File: src/design/irq_collector_defs.svh
// register offsets, field positions and reset values of the interrupt collector
`ifndef IRQ_COLLECTOR_DEFS_SVH
`define IRQ_COLLECTOR_DEFS_SVH
`define OFS_ENABLE_CPU0 8'h00
`define OFS_ENABLE_CPU1 8'h04
`define OFS_ENABLE_CPU2 8'h08
`define OFS_ENABLE_CPU3 8'h0C
`define OFS_ENABLE_BCAST 8'h10
`define OFS_PENDING 8'h14
`define OFS_SWI_SET 8'h18
`define OFS_SWI_CLEAR 8'h1C
`define OFS_EDGE_CLEAR 8'h20
`define OFS_EDGE_STATE 8'h24
`define OFS_UTILITY 8'h28
`define BIT_ABORT 31
`define BIT_POWER_FAIL 30
`define BIT_ARB_TIMEOUT 29
`define BIT_UART_TIMER 28
`define BIT_SWI_HI_TOP 27
`define BIT_SWI_HI_LOW 24
`define BIT_IRQ7 23
`define BIT_COUNTER_CHIP 21
`define BIT_SYSTEM_FAIL 20
`define BIT_IRQ6 19
`define CLR_ABORT 2
`define CLR_POWER_FAIL 1
`define CLR_SYSTEM_FAIL 0
`define UTIL_ARB_TO_EN 5
`define UTIL_WDOG_EN 2
`define RESET_ENABLE 32'h0000_0000
`define RESET_SWI 8'h00
`define UNDEF_READ 32'hFFFF_FFFF
`define SRC_IDLE 8'h7A
`endif

File: src/design/irq_collector_pkg.sv
// types of the interrupt collector
package irq_collector_pkg;
    typedef struct packed {
        logic [7:0] address;
        logic read;
        logic write;
        logic [31:0] writedata;
    } bus_req_t;
    typedef struct packed {
        logic [31:0] readdata;
        logic waitrequest;
    } bus_rsp_t;
    typedef struct packed {
        logic abortPressed;
        logic powerFailN;
        logic systemFailN;
        logic irq7N;
        logic irq6N;
        logic arbTimeout;
        logic uartTimerN;
        logic counterChipIrq;
    } irq_src_t;
    typedef enum logic [1:0] {IDLE, ANSWER} bus_state_t;
endpackage : irq_collector_pkg

File: src/design/board_interrupt_collector.sv
// interrupt collection block with avalon-mm register slave
// How it works
// RQ1: every register sits on its own aligned 32-bit word.
// RQ2: software uses whole 32-bit accesses; byte enables are not decoded.
// RQ3: undefined bits and unmapped words read as ones; writes there ignored.
// RQ4: pending status shows every request, whatever the masks hold.
// RQ5: four read/write enable masks, one per processor, status layout.
// RQ6: system or local reset clears all four enable masks.
// RQ7: reset does not force status; level bits follow their sources.
// RQ8: reserved status and enable positions, bits 22 and 18 too, read zero.
// RQ9: broadcast write loads the same value into all four masks.
// RQ10: bit 31 sets on abort press, stays until abort clear written.
// RQ11: bit 30 latches on power-fail assertion until its clear is written.
// RQ12: bit 29 sets on arbiter grant timeout once timeout enable is set.
// RQ13: bit 28 is one while the serial timer output is low.
// RQ14: bits 27..24 show software requests; resets clear them.
// RQ15: bits 23 and 19 follow backplane levels seven and six, unlatched.
// RQ16: bit 21 is one while the counter chip requests.
// RQ17: bit 20 latches on system-fail assertion until its clear is written.
// RQ18: software sets serial output 3 up as counter-ready output.
// RQ19: counter chip reset follows system or local reset.
// RQ20: counter timer 3 output drives watchdog when watchdog enable set.
// RQ21: abort, power-fail and system-fail set only on inactive-to-active.
// RQ22: edge clear resets written-one requests; re-arm needs a new edge.
// RQ23: software set location sets written-one bits, zeros unchanged.
// RQ24: a processor's interrupt is high when status and its mask overlap.
// RQ25: outside inputs pass two flip-flops before any use.
`include "irq_collector_defs.svh"
module board_interrupt_collector #(
    parameter int CPUS = 4
) (
    // clock and resets
    input wire logic clock,
    input wire logic rstn,
    input wire logic systemResetN,
    input wire logic localResetN,
    // avalon-mm slave
    input wire irq_collector_pkg::bus_req_t busReq,
    output irq_collector_pkg::bus_rsp_t busRsp,
    // interrupt sources
    input wire irq_collector_pkg::irq_src_t irqSrc,
    input wire logic timer3Output,
    // outputs
    output logic [CPUS-1:0] cpuIrq,
    output logic counterChipResetN,
    output logic watchdogTick
);
    import irq_collector_pkg::*;

    // resets are pins, so synchronise them too
    logic [1:0] sysRstSync_q;
    logic [1:0] locRstSync_q;
    logic [1:0] tmr3Sync_q;
    irq_src_t srcMeta_q;
    irq_src_t src_q;
    irq_src_t srcPrev_q;
    logic [31:0] enable_q [CPUS];
    logic [7:0] softwareIrq_q;
    logic abortEdge_q;
    logic powerFailEdge_q;
    logic systemFailEdge_q;
    logic arbTimeoutFlag_q;
    logic arbTimeoutEnable_q;
    logic watchdogEnable_q;
    bus_state_t state_q;
    logic [31:0] readData_q;
    logic waitReq_q;

    always_ff @(posedge clock or negedge rstn)
    begin
        if (!rstn)
        begin
            sysRstSync_q <= 2'h0;
            locRstSync_q <= 2'h0;
            tmr3Sync_q <= 2'h0;
        end
        else
        begin
            sysRstSync_q <= {sysRstSync_q[0], systemResetN}; // [RQ25]
            locRstSync_q <= {locRstSync_q[0], localResetN}; // [RQ25]
            tmr3Sync_q <= {tmr3Sync_q[0], timer3Output}; // [RQ25]
        end
    end

    // sources start at their idle levels, so pending shows nothing at reset
    always_ff @(posedge clock or negedge rstn)
    begin
        if (!rstn)
        begin
            srcMeta_q <= `SRC_IDLE;
            src_q <= `SRC_IDLE;
        end
        else
        begin
            srcMeta_q <= irqSrc; // [RQ25]
            src_q <= srcMeta_q; // [RQ25]
        end
    end

    wire boardReset = !sysRstSync_q[1] || !locRstSync_q[1];

    // active levels of the synchronised sources
    wire abortActive = src_q.abortPressed;
    wire powerFailActive = !src_q.powerFailN;
    wire systemFailActive = !src_q.systemFailN;
    wire abortRise = abortActive && !srcPrev_q.abortPressed; // [RQ21]
    wire powerFailRise = powerFailActive && srcPrev_q.powerFailN; // [RQ21]
    wire systemFailRise = systemFailActive && srcPrev_q.systemFailN; // [RQ21]
    wire arbTimeoutRise = src_q.arbTimeout && !srcPrev_q.arbTimeout;

    // bus decode
    // a write takes effect at the edge that takes the request
    wire accessStart = (state_q == IDLE) && (busReq.read || busReq.write);
    wire wrStrobe = accessStart && busReq.write;
    wire [7:0] addr = busReq.address;
    wire [31:0] wdata = busReq.writedata;
    wire wrBcast = wrStrobe && addr == `OFS_ENABLE_BCAST; // [RQ9]
    wire wrSwiSet = wrStrobe && addr == `OFS_SWI_SET;
    wire wrSwiClr = wrStrobe && addr == `OFS_SWI_CLEAR;
    wire wrEdgeClr = wrStrobe && addr == `OFS_EDGE_CLEAR;
    wire wrUtil = wrStrobe && addr == `OFS_UTILITY;
    wire clrAbort = wrEdgeClr && wdata[`CLR_ABORT]; // [RQ22]
    wire clrPowerFail = wrEdgeClr && wdata[`CLR_POWER_FAIL]; // [RQ22]
    wire clrSystemFail = wrEdgeClr && wdata[`CLR_SYSTEM_FAIL]; // [RQ22]
    wire [7:0] swiSetBits = wrSwiSet ? wdata[7:0] : 8'h00;
    wire [7:0] swiClrBits = wrSwiClr ? wdata[7:0] : 8'h00;

    // no reset of its own: level bits follow their sources [RQ7]
    // pending status word; unassigned positions stay zero [RQ8]
    logic [31:0] pending;
    always_comb
    begin
        pending = 32'h0000_0000;
        pending[`BIT_ABORT] = abortEdge_q; // [RQ10]
        pending[`BIT_POWER_FAIL] = powerFailEdge_q; // [RQ11]
        pending[`BIT_ARB_TIMEOUT] = arbTimeoutFlag_q; // [RQ12]
        pending[`BIT_UART_TIMER] = !src_q.uartTimerN; // [RQ13]
        pending[`BIT_SWI_HI_TOP:`BIT_SWI_HI_LOW] = softwareIrq_q[7:4]; // [RQ14]
        pending[`BIT_IRQ7] = !src_q.irq7N; // [RQ15]
        pending[`BIT_COUNTER_CHIP] = src_q.counterChipIrq; // [RQ16]
        pending[`BIT_SYSTEM_FAIL] = systemFailEdge_q; // [RQ17]
        pending[`BIT_IRQ6] = !src_q.irq6N; // [RQ15]
        pending[3:0] = softwareIrq_q[3:0];
    end
    // only implemented status positions may be enabled
    wire [31:0] statusMask = 32'hFFB8_000F; // [RQ8]

    // next values of the edge requests: a set wins over a clear
    wire abortEdge_d = abortRise || (abortEdge_q && !clrAbort); // [RQ10]
    wire powerFailEdge_d = powerFailRise
        || (powerFailEdge_q && !clrPowerFail); // [RQ11]
    wire systemFailEdge_d = systemFailRise
        || (systemFailEdge_q && !clrSystemFail); // [RQ17]
    // rewriting the enable to one restarts the flag
    wire arbTimeoutClear = wrUtil && wdata[`UTIL_ARB_TO_EN];
    wire arbTimeoutFlag_d = (arbTimeoutEnable_q && arbTimeoutRise)
        || (arbTimeoutFlag_q && !arbTimeoutClear); // [RQ12]

    // previous sample starts idle too, so reset release makes no edge
    always_ff @(posedge clock or negedge rstn)
    begin
        if (!rstn)
            srcPrev_q <= `SRC_IDLE;
        else
            srcPrev_q <= src_q; // [RQ21]
    end

    always_ff @(posedge clock or negedge rstn)
    begin
        if (!rstn)
            abortEdge_q <= 1'b0;
        else if (boardReset)
            abortEdge_q <= 1'b0;
        else
            abortEdge_q <= abortEdge_d;
    end

    always_ff @(posedge clock or negedge rstn)
    begin
        if (!rstn)
            powerFailEdge_q <= 1'b0;
        else if (boardReset)
            powerFailEdge_q <= 1'b0;
        else
            powerFailEdge_q <= powerFailEdge_d;
    end

    always_ff @(posedge clock or negedge rstn)
    begin
        if (!rstn)
            systemFailEdge_q <= 1'b0;
        else if (boardReset)
            systemFailEdge_q <= 1'b0;
        else
            systemFailEdge_q <= systemFailEdge_d;
    end

    always_ff @(posedge clock or negedge rstn)
    begin
        if (!rstn)
            arbTimeoutFlag_q <= 1'b0;
        else if (boardReset)
            arbTimeoutFlag_q <= 1'b0;
        else
            arbTimeoutFlag_q <= arbTimeoutFlag_d;
    end

    // software requests: set wins over clear
    wire [7:0] softwareIrq_d = swiSetBits
        | (softwareIrq_q & ~swiClrBits); // [RQ23]
    always_ff @(posedge clock or negedge rstn)
    begin
        if (!rstn)
            softwareIrq_q <= `RESET_SWI;
        else if (boardReset)
            softwareIrq_q <= `RESET_SWI; // [RQ14]
        else
            softwareIrq_q <= softwareIrq_d;
    end

    // utility control bits; board reset clears both, like the masks
    always_ff @(posedge clock or negedge rstn)
    begin
        if (!rstn)
            arbTimeoutEnable_q <= 1'b0;
        else if (boardReset)
            arbTimeoutEnable_q <= 1'b0;
        else if (wrUtil)
            arbTimeoutEnable_q <= wdata[`UTIL_ARB_TO_EN];
    end

    always_ff @(posedge clock or negedge rstn)
    begin
        if (!rstn)
            watchdogEnable_q <= 1'b0;
        else if (boardReset)
            watchdogEnable_q <= 1'b0;
        else if (wrUtil)
            watchdogEnable_q <= wdata[`UTIL_WDOG_EN];
    end

    // per-processor masks and interrupt outputs
    // masks keep implemented positions only, so reserved bits read zero
    genvar c;
    generate
        for (c = 0; c < CPUS; c++)
        begin : g_cpu
            wire [7:0] myOfs = `OFS_ENABLE_CPU0 + 8'(c * 4);
            wire wrMine = wrStrobe && addr == myOfs; // [RQ1]
            always_ff @(posedge clock or negedge rstn)
            begin
                if (!rstn)
                    enable_q[c] <= `RESET_ENABLE;
                else if (boardReset)
                    enable_q[c] <= `RESET_ENABLE; // [RQ6]
                else if (wrMine || wrBcast)
                    enable_q[c] <= wdata & statusMask; // [RQ5] [RQ9]
            end
            always_ff @(posedge clock or negedge rstn)
            begin
                if (!rstn)
                    cpuIrq[c] <= 1'b0;
                else
                    cpuIrq[c] <= |(pending & enable_q[c]); // [RQ24]
            end
        end
    endgenerate

    // read mux; unmapped words read as ones
    // write-only locations fall to the default and read ones as well
    logic [31:0] readMux;
    always_comb
    begin
        case (addr)
            `OFS_ENABLE_CPU0: readMux = enable_q[0];
            `OFS_ENABLE_CPU1: readMux = enable_q[1];
            `OFS_ENABLE_CPU2: readMux = enable_q[2];
            `OFS_ENABLE_CPU3: readMux = enable_q[3];
            `OFS_PENDING: readMux = pending; // [RQ4]
            `OFS_EDGE_STATE: readMux = {29'h1FFF_FFFF, abortActive,
                powerFailActive, systemFailActive}; // [RQ3]
            `OFS_UTILITY: readMux = {26'h3FF_FFFF, arbTimeoutEnable_q,
                2'h3, watchdogEnable_q, 2'h3}; // [RQ3]
            default: readMux = `UNDEF_READ; // [RQ3]
        endcase
    end

    // one wait cycle per access: answer registered the cycle after
    // one access every two cycles at best; the host waits for the answer
    always_ff @(posedge clock or negedge rstn)
    begin
        if (!rstn)
        begin
            state_q <= IDLE;
            readData_q <= 32'h0000_0000;
            waitReq_q <= 1'b1;
        end
        else
        begin
            case (state_q)
                IDLE:
                begin
                    waitReq_q <= 1'b1;
                    if (accessStart)
                    begin
                        state_q <= ANSWER;
                        readData_q <= busReq.read ? readMux : 32'h0000_0000;
                        waitReq_q <= 1'b0;
                    end
                end
                ANSWER:
                begin
                    state_q <= IDLE;
                    waitReq_q <= 1'b1;
                end
                default:
                begin
                    state_q <= IDLE;
                    waitReq_q <= 1'b1;
                end
            endcase
        end
    end
    assign busRsp.readdata = readData_q;
    assign busRsp.waitrequest = waitReq_q;

    // chip reset also follows rstn, so the chip never runs half reset
    always_ff @(posedge clock or negedge rstn)
    begin
        if (!rstn)
            counterChipResetN <= 1'b0;
        else
            counterChipResetN <= !boardReset; // [RQ19]
    end

    // watchdog sees the synchronised timer only while enabled
    always_ff @(posedge clock or negedge rstn)
    begin
        if (!rstn)
            watchdogTick <= 1'b0;
        else
            watchdogTick <= tmr3Sync_q[1] && watchdogEnable_q; // [RQ20]
    end
endmodule : board_interrupt_collector

File: config.mk
export PLATFORM = sky130hd
export DESIGN_NAME = board_interrupt_collector
export DESIGN_NICKNAME = d
export VERILOG_FILES = /design/src/design/irq_collector_pkg.sv /design/src/design/board_interrupt_collector.sv
export VERILOG_INCLUDE_DIRS = /design/src /design/src/design
export SDC_FILE = /design/constraint.sdc
export NUM_CORES = 1
export LEC_CHECK = 0
export BUFFER_PORTS_ARGS = -buffer_cell sky130_fd_sc_hd__buf_2
export CAP_MARGIN = 20
export CORE_AREA = 3 3 137 139
export DETAILED_ROUTE_END_ITERATION = 8
export DIE_AREA = 0 0 140 142
export GPL_TIMING_DRIVEN = 1
export PLACE_DENSITY = 0.51
export SYNTH_ARGS = -nofsm -noshare
export SYNTH_HDL_FRONTEND = slang
export SYNTH_SLANG_ARGS = --single-unit
File: constraint.sdc
create_clock -name clock -period 3.02 [get_ports clock]
set_clock_uncertainty 0.1 [all_clocks]
set_input_delay 0.453 -clock clock [delete_from_list [all_inputs] [get_ports clock]]
set_output_delay 0.453 -clock clock [all_outputs]
set_load 0.05 [all_outputs]
* After elaboration in Yosys (flattened, before gate mapping)
Cells that the tools add are included.
** Storage, ports and cells
- Output and inout port bits :: 39
- Input bits :: 55
- Register bits after elaboration :: 209
- Logic and storage cells :: 147
** Operators by class
- Equality and inequality tests :: 11
- Mux-type cells :: 25
- Bitwise gates (word level) :: 7
- Reductions and logical operators :: 61
** Operators by type and width (count)
- $mux W32 :: 9
- $pmux W32 S7 :: 1
- $and A32 B32 Y32 :: 4
- $reduce_or A32 Y1 :: 4
- $eq A8 B5 Y1 const B :: 4
- $logic_and A1 B1 Y1 :: 25
- $eq A8 B6 Y1 const B :: 3
- $mux W8 :: 3
- $eq A8 B4 Y1 const B :: 2
- $logic_not A1 Y1 :: 14
- $logic_or A1 B1 Y1 :: 10
- $mux W1 :: 10
- $reduce_bool A2 Y1 :: 5
- $and A8 B8 Y8 :: 1
- $eq A8 B3 Y1 const B :: 1
- $logic_not A8 Y1 :: 1
- $not A8 Y8 :: 1
- $or A8 B8 Y8 :: 1
- $mux W2 :: 2
- $logic_not A2 Y1 :: 1
- $ne A2 B2 Y1 const B :: 1
- $reduce_and A2 Y1 :: 1

* Longest topological paths before layout
Gate-level depths: netlist of the first run.
- Depth after elaboration :: 9
- Mapped depth :: 7
- Gate-level depth less buffers :: 6

* Worst setup path after synthesis of the first run
OpenSTA, ideal clock, no wires.
- Path type :: input port to flip-flop
- From :: in busReq[41] in the netlist's numbering
- To :: reg readData_q[26]
- Stages on the path :: 6
- Arrival :: 1.861 ns
- Slack :: 0.938 ns
- Buffers on the path :: 2
- Data required time :: 2.799 ns
- Library setup time :: 0.121 ns
- Path through :: or4_4 -> buf_6 -> buf_12 -> a2111oi_2 -> o221ai_1 -> a22o_1
** Between the ends
- Longest elaborated chain between the ends :: 3
- Elaborated cells on any way between the ends :: 9
- Those cells by class :: eq/ne (6); mux (2); reduce/logical (1)
** RTL lines
- start, declared :: line board_interrupt_collector.sv:38 : input wire irq_collector_pkg::bus_req_t busReq,
- $eq A8 B6 Y1, or another cell as far along :: line board_interrupt_collector.sv:274 : case (addr)
- $pmux W32 S7 * :: line board_interrupt_collector.sv:274
- $mux W32 * :: line board_interrupt_collector.sv:307 : readData_q <= busReq.read ? readMux : 32'h0000_0000;
- end signal, assigned :: line board_interrupt_collector.sv:307
- end, declared :: line board_interrupt_collector.sv:66 : logic [31:0] readData_q;
Every way passes the cells marked *; elsewhere a longest branch is shown, timed or not.
A chain may end at the register's enable or synchronous reset.

* Worst setup path after layout of the first run
- From :: in busReq[36] in the netlist's numbering
- To :: reg readData_q[20]
Same word-level chain as after synthesis.

==> results.sh, run 1 <==
export IMPL_start_kind="input port"
export IMPL_fillers=1786
export IMPL_ys_flop_type="dfrtp_1"
export IMPL_hold_class="in -> reg"
export IMPL_worstSkewPairLatency_ns=0.42
export IMPL_area_growth_syn_to_layout_pct=20.3
export IMPL_gp_congestion=0.927
export IMPL_worst_pin_slew_ns=0.693
export IMPL_synth_area_leaders="dfrtp_1, o21ai_0, dfstp_2"
export IMPL_coreArea_sq_um=17800
export IMPL_ios=94
export IMPL_cts_sinks=130
export IMPL_grtUsageTotal=0.198
export IMPL_design_area_sq_um=7350
export IMPL_synthTopCellsByCount="dfrtp_1, nand2_1, o21ai_0"
export IMPL_first_pass_iters=6
export IMPL_cts_tree="built"
export IMPL_yosysMostFrequentCell="dfrtp_1"
export IMPL_cts_setup_buffers=0
export IMPL_grt_busiest_layer="met2"
export IMPL_drc=0
export IMPL_synth_seq_cells=130
export IMPL_synth_largest_area_cell="dfrtp_1"
export IMPL_use_met1=0.270
export IMPL_clockBufferDepth=2
export IMPL_placed_area_sq_um=6680
export IMPL_hold_violations=0
export IMPL_wl_per_cell_um=21.2
export IMPL_p_per_area_nw_per_um2=675
export IMPL_antenna_found_initial=0
export IMPL_die_w_um=140
export IMPL_synth_edf_count=0
export IMPL_cap_violations=0
export IMPL_p_comb_frac=0.148
export IMPL_switching_share=0.282
export IMPL_place_hpwl_mm=13.5
export IMPL_synth_area_per_cell_sq_um=10.2
export IMPL_period_needed_ns=2.13
export IMPL_rsz0062_at_grt="no"
export IMPL_htree_levels=4
export IMPL_post_cts_resized=0
export IMPL_report_final_slew_viol_count=0
export IMPL_totalPowerFinal_mw=4.96
export IMPL_via_count=5031
export IMPL_layout_drive_gt1_share=0.236
export IMPL_irDropWorstVdd_v=0.000401
export IMPL_relSlewSlack=0.538
export IMPL_start_util=0.344
export IMPL_yosys_warnings=0
export IMPL_critPathArrivalTime_ns=2.39
export IMPL_io_buffers=81
export IMPL_synth_seq_area_share=0.535
export IMPL_dieArea_sq_um=19900
export IMPL_seq_power_share=0.390
export IMPL_cts_root_buffer="clkbuf_16"
export IMPL_cp_end_kind="flip-flop"
export IMPL_finalCritPeriodShare=0.705
export IMPL_nets=717
export IMPL_async_flop_share=1.00
export IMPL_postSynthCellCount=600
export IMPL_dpl_worst_slack_ns=0.527
export IMPL_drt_iter0_drc=578
export IMPL_ant_nets=0
export IMPL_grt_max_degree=70
export IMPL_power_leakage_nw=3.22
export IMPL_internal_power_mw=3.56
export IMPL_cts_buffers_inserted=17
export IMPL_required_ns=3.28
export IMPL_overflow=0
export IMPL_routed_via_density=5.57
export IMPL_grt_util_met2=0.312
export IMPL_wl_mm=19.2
export IMPL_synth_distinct_cells=51
export IMPL_clkPwrFrac=0.462
export IMPL_grt_pass1_vias=5028
export IMPL_post_route_util=0.413
export IMPL_syn_cell_area_sq_um=6110
export IMPL_cts_clk_slew_worst_paths_ns=0.06
export IMPL_synth_top_area_frac=0.479
export IMPL_critPathKind="in -> reg"
export IMPL_fin_ws_ns=0.890
export IMPL_critPathMaxFanout=28
export IMPL_setup_viol=0
export IMPL_tns_ns=0
export IMPL_outcome="finished, final reports clean"
export IMPL_row_count=49
export IMPL_antenna_cells=0
export IMPL_max_freq_mhz=469
export IMPL_use_met3=0.0507
export IMPL_grt_first_pass_wirelength_mm=30.2
export IMPL_die_h_um=142
export IMPL_p_sw_mw=1.40
export IMPL_synth_net_count=655
[layout by cell type, fill, tap and decap left out, drive strengths merged, types with 16 or more instances in the layout]
cell      n
a221oi   16
buf     101
inv      21
o21ai    69
a22o     24
nand2    85
nor2     25
clkbuf   23
mux2i    18
dfrtp   117
a21oi    34
[metrics by stage]
| stage | std cells | hold slack [ns] |
|---|---|---|
| floorplan | 600 | 0.0574 |
| global placement | 871 | 0.233 |
| detailed placement | 871 | 0.238 |
| CTS | 904 | 0.0147 |
| global route | 904 | 0.0164 |
| finish | 904 | 0.0267 |
[sequential cells by signal, summed over array words and instances, names as in the netlist]
| signal | cells |
|---|---|
| arbTimeoutEnable_q | 1 |
| srcMeta_q | 8 |
| abortActive | 1 |
| systemFailEdge_q | 1 |
| arbTimeoutFlag_q | 1 |
| watchdogTick | 1 |
| watchdogEnable_q | 1 |
| enable_q | 64 |
| pending | 1 |
| src_q | 6 |
| abortEdge_q | 1 |
| state_q | 1 |
| counterChipResetN | 1 |
| tmr3Sync_q | 2 |
| readData_q | 18 |
| srcPrev_q | 4 |
| locRstSync_q | 2 |
| cpuIrq | 4 |
| sysRstSync_q | 2 |
| waitReq_q | 1 |
| softwareIrq_q | 8 |
| powerFailEdge_q | 1 |
[timing repair]
| action | in CTS | in global routing |
|---|---|---|
| endpoints found under the setup margin | 0 | 0 |
| hold buffers | 1 | 0 |
| endpoints found under the hold margin | 58 | 0 |
[per-layer routing]
| metal | wire (um) | vias to the layer above | part of all wire |
|---|---|---|---|
| met4 | 391 | 0 | 0.020 |
| met2 | 8960 | 202 | 0.47 |
| met3 | 1290 | 26 | 0.067 |
| li1 | - | 2291 | - |
| met5 | 0 | - | 0 |
| met1 | 8520 | 2512 | 0.44 |
[worst paths after layout]
check                      slack (ns)               to  depth (start not counted)        startpoint
max                              0.89   readData_q[20]                          7        busReq[36]
min reg2reg                      0.24  locRstSync_q[1]                          0   locRstSync_q[0]
min                              0.03     srcMeta_q[3]                          1         irqSrc[3]
max in group asynchronous        1.58     srcMeta_q[4]                          3              rstn
max reg2reg                      1.11   readData_q[20]                          4  systemFailEdge_q
min in group asynchronous        0.50     srcMeta_q[0]                          2              rstn
[power groups by stage]
stage	Clock [mW]	Sequential (mW)	Combinational, mW
2_1_floorplan	0	2.11	0.382
5_1_grt	2.40	1.95	0.785
3_5_place_dp	0	1.97	0.737
3_3_place_gp	0	1.96	0.730
4_1_cts	2.33	1.94	0.740
6_report	2.29	1.94	0.734
[critical path, stage by stage]
cell and delay [ns]:
buf_2 0.45, buf_4 0.30, nor2b_1 0.19, buf_4 0.29, a22oi_1 0.16, o221ai_1 0.34, a22o_1 0.18
[kinds of logic after synthesis]
group | after synthesis | synth area share
AO/OA/AOI/OAI | 201 | 0.228
AND/OR/NAND/NOR | 167 | 0.136
flip-flops | 130 | 0.535
buffers and inverters | 81 | 0.0653
multiplexers | 19 | 0.0332
XOR/XNOR | 2 | 0.00287
[area by class of cell]
| type | count | area, sq um | area share |
|---|---|---|---|
| Clock buffer | 23 | 478 | 0.0650 |
| Clock inverter | 9 | 179 | 0.0243 |
| Inverter | 22 | 82.6 | 0.0112 |
| Multi-Input combinational cell | 389 | 2470 | 0.336 |
| Sequential cell | 130 | 3270 | 0.445 |
| Tap cell | 229 | 287 | 0.0390 |
| Timing Repair Buffer | 102 | 584 | 0.0795 |
Power figures use the tool's default switching activity.
==> run 2, diff against run 1 <==
clock period = 2.1 ns   (was 3.02 ns; I/O delays follow)
==> run 2 against run 1 <==
Net effect:
- clock power rose by 45%
- design area rose by 4.9%
- critical path depth fell by 3
- final cell count rose by 3.9%
- sequential power rose by 43%
- worst hold slack improved by 0.024 ns
- routed wire length rose by 2.8%
- global-route usage rose by 0.53 points
- power rose by 45%
- flip-flop and latch count did not move
- largest cell class unchanged
- highest routed layer unchanged
==> results.sh, run 2 (synthesized netlist as in run 1, its figures left out) <==
export IMPL_wl_per_cell_um=21.0
export IMPL_endpoint="readData_q[25]"
export IMPL_rrSetupSlack_ns=0.15
export IMPL_power_leakage_nw=3.41
export IMPL_overflow=0
export IMPL_max_freq_mhz=513
export IMPL_cts_setup_buffers=0
export IMPL_drt_iter0_drc=526
export IMPL_cts_root_buffer="clkbuf_16"
export IMPL_hold_class="in -> reg"
export IMPL_critical_path_max_stage_delay_ns=0.52
export IMPL_p_per_area_nw_per_um2=935
export IMPL_hold_violations=0
export IMPL_r2r_cells=4
export IMPL_grt_pass1_vias=5040
export IMPL_ant_nets=0
export IMPL_nets=752
export IMPL_crit_slowest_cell="a2111oi_0"
export IMPL_fillers=1716
export IMPL_layout_commonest_cell="dfrtp_1"
export IMPL_wl_mm=19.7
export IMPL_htree_levels=4
export IMPL_worstSkewPairLatency_ns=0.42
export IMPL_hold_start="busReq[7]"
export IMPL_period_needed_ns=1.95
export IMPL_grt_max_degree=60
export IMPL_die_w_um=140
export IMPL_critPathKind="reg -> reg"
export IMPL_rsz0062_at_grt="no"
export IMPL_cp_end_kind="flip-flop"
export IMPL_area_growth_syn_to_layout_pct=26.1
export IMPL_report_final_slew_viol_count=0
export IMPL_io_buffers=81
export IMPL_final_cell_mix="dfrtp_1, nand2_1, buf_2, o21ai_0, buf_4"
export IMPL_cts_tree="built"
export IMPL_via_count=5150
export IMPL_cts_sinks=130
export IMPL_drc=0
export IMPL_largest_reg_flops=64
export IMPL_outcome="finished, final reports clean"
export IMPL_critPathMaxFanout=6
export IMPL_placed_area_sq_um=6930
export IMPL_fin_cells=939
export IMPL_r2r_start="softwareIrq_q[5]"
export IMPL_grt_first_pass_wirelength_mm=30.6
export IMPL_worst_pin_slew_ns=0.590
export IMPL_layout_drive_gt1_share=0.259
export IMPL_cts_buffers_inserted=17
export IMPL_finalCritPeriodShare=0.928
export IMPL_ios=94
export IMPL_start_kind="flip-flop"
export IMPL_design_area_sq_um=7710
export IMPL_start_util=0.344
export IMPL_setup_viol=0
export IMPL_cap_violations=0
export IMPL_crit_start="softwareIrq_q[5]"
export IMPL_dieArea_sq_um=19900
export IMPL_irDropWorstVdd_v=0.000597
export IMPL_required_ns=2.30
export IMPL_grtUsageTotal=0.203
export IMPL_routed_via_density=5.48
export IMPL_relSlewSlack=0.606
export IMPL_gp_congestion=0.892
export IMPL_r2r_end="readData_q[25]"
export IMPL_largest_register="enable_q"
export IMPL_top_regs="enable_q x64, readData_q x18"
export IMPL_cts_clk_slew_worst_paths_ns=0.06
export IMPL_place_hpwl_mm=14.6
export IMPL_first_pass_iters=5
export IMPL_path_cells="nand2b_1 -> a2111oi_0 -> o221ai_1 -> a22o_1"
export IMPL_antenna_found_initial=0
export IMPL_row_count=49
export IMPL_dp_cells=895
export IMPL_coreArea_sq_um=17800
export IMPL_die_h_um=142
export IMPL_critPathArrivalTime_ns=2.15
export IMPL_clockBufferDepth=2
export IMPL_antenna_cells=0
==> run 2: cell types whose count changed in the layout (fill, tap and decap cells not counted), sizes merged <==
| cell | change |
|---|---|
| buf | +24 |
| dlygate4sd3 | +11 |
==> run 2: stage by stage <==
step                      total power, mW  utilization  setup WS, ns  setup TNS, ns  hold slack (ns)
after floorplan                      3.59            -         0.156              0          -0.0806
after global placement               3.91        0.390       -0.0749         -0.299            0.229
after detailed placement             3.92        0.390        -0.102         -0.497            0.235
after CTS                            7.29        0.434         0.310              0           0.0363
after global routing                 7.48        0.434         0.163              0           0.0648
final                                7.21        0.434         0.150              0           0.0510
==> run 2: worst min path at each step <==
| stage | endpoint | slack, ns | cells past startpoint |
|---|---|---|---|
| detailed placement | tmr3Sync_q[1] | 0.23 | 0 |
| finish | softwareIrq_q[7] | 0.05 | 3 |
| floorplan | abortActive | -0.08 | 0 |
| global placement | pending[21] | 0.23 | 1 |
| global route | softwareIrq_q[6] | 0.06 | 3 |
| CTS | softwareIrq_q[7] | 0.04 | 3 |
==> run 2: layout make-up <==
| type | count | area, sq um | share of cell area |
|---|---|---|---|
| inverter | 22 | 82.6 | 0.0107 |
| clock inverter | 9 | 175 | 0.0227 |
| tap | 229 | 287 | 0.0372 |
| clock buffer | 23 | 488 | 0.0633 |
| multi-input combinational | 389 | 2470 | 0.320 |
| timing repair buffer | 137 | 937 | 0.122 |
| sequential | 130 | 3270 | 0.424 |
==> run 2: per-layer routing <==
metal  routed length, um  vias to the layer above  track usage
li1                    -                     2364            -
met1                9300                     2551        0.294
met2                8690                      198        0.303
met3                1120                       37       0.0393
met4                 600                        0       0.0780
met5                   0                        -            0
==> run 2: critical path, delay by kind of cell, from the launching register on <==
family | cells | cell delay, ns
DFF | 1 | 0.49
and+or+nand+nor | 1 | 0.20
AOI/OAI and AO/OA | 3 | 1.05
==> run 2: report_power, final <==
group	leakage [nW]	internal, mW	switching (mW)	total, mW
clock network	0.319	2.23	1.09	3.32
registers	1.67	2.67	0.117	2.78
logic	1.42	0.300	0.808	1.11
==> run 2: what timing repair did <==
action	4_1_cts	5_1_grt
endpoints found under the hold margin	63	0
hold buffers	12	0
resized for setup	0	0
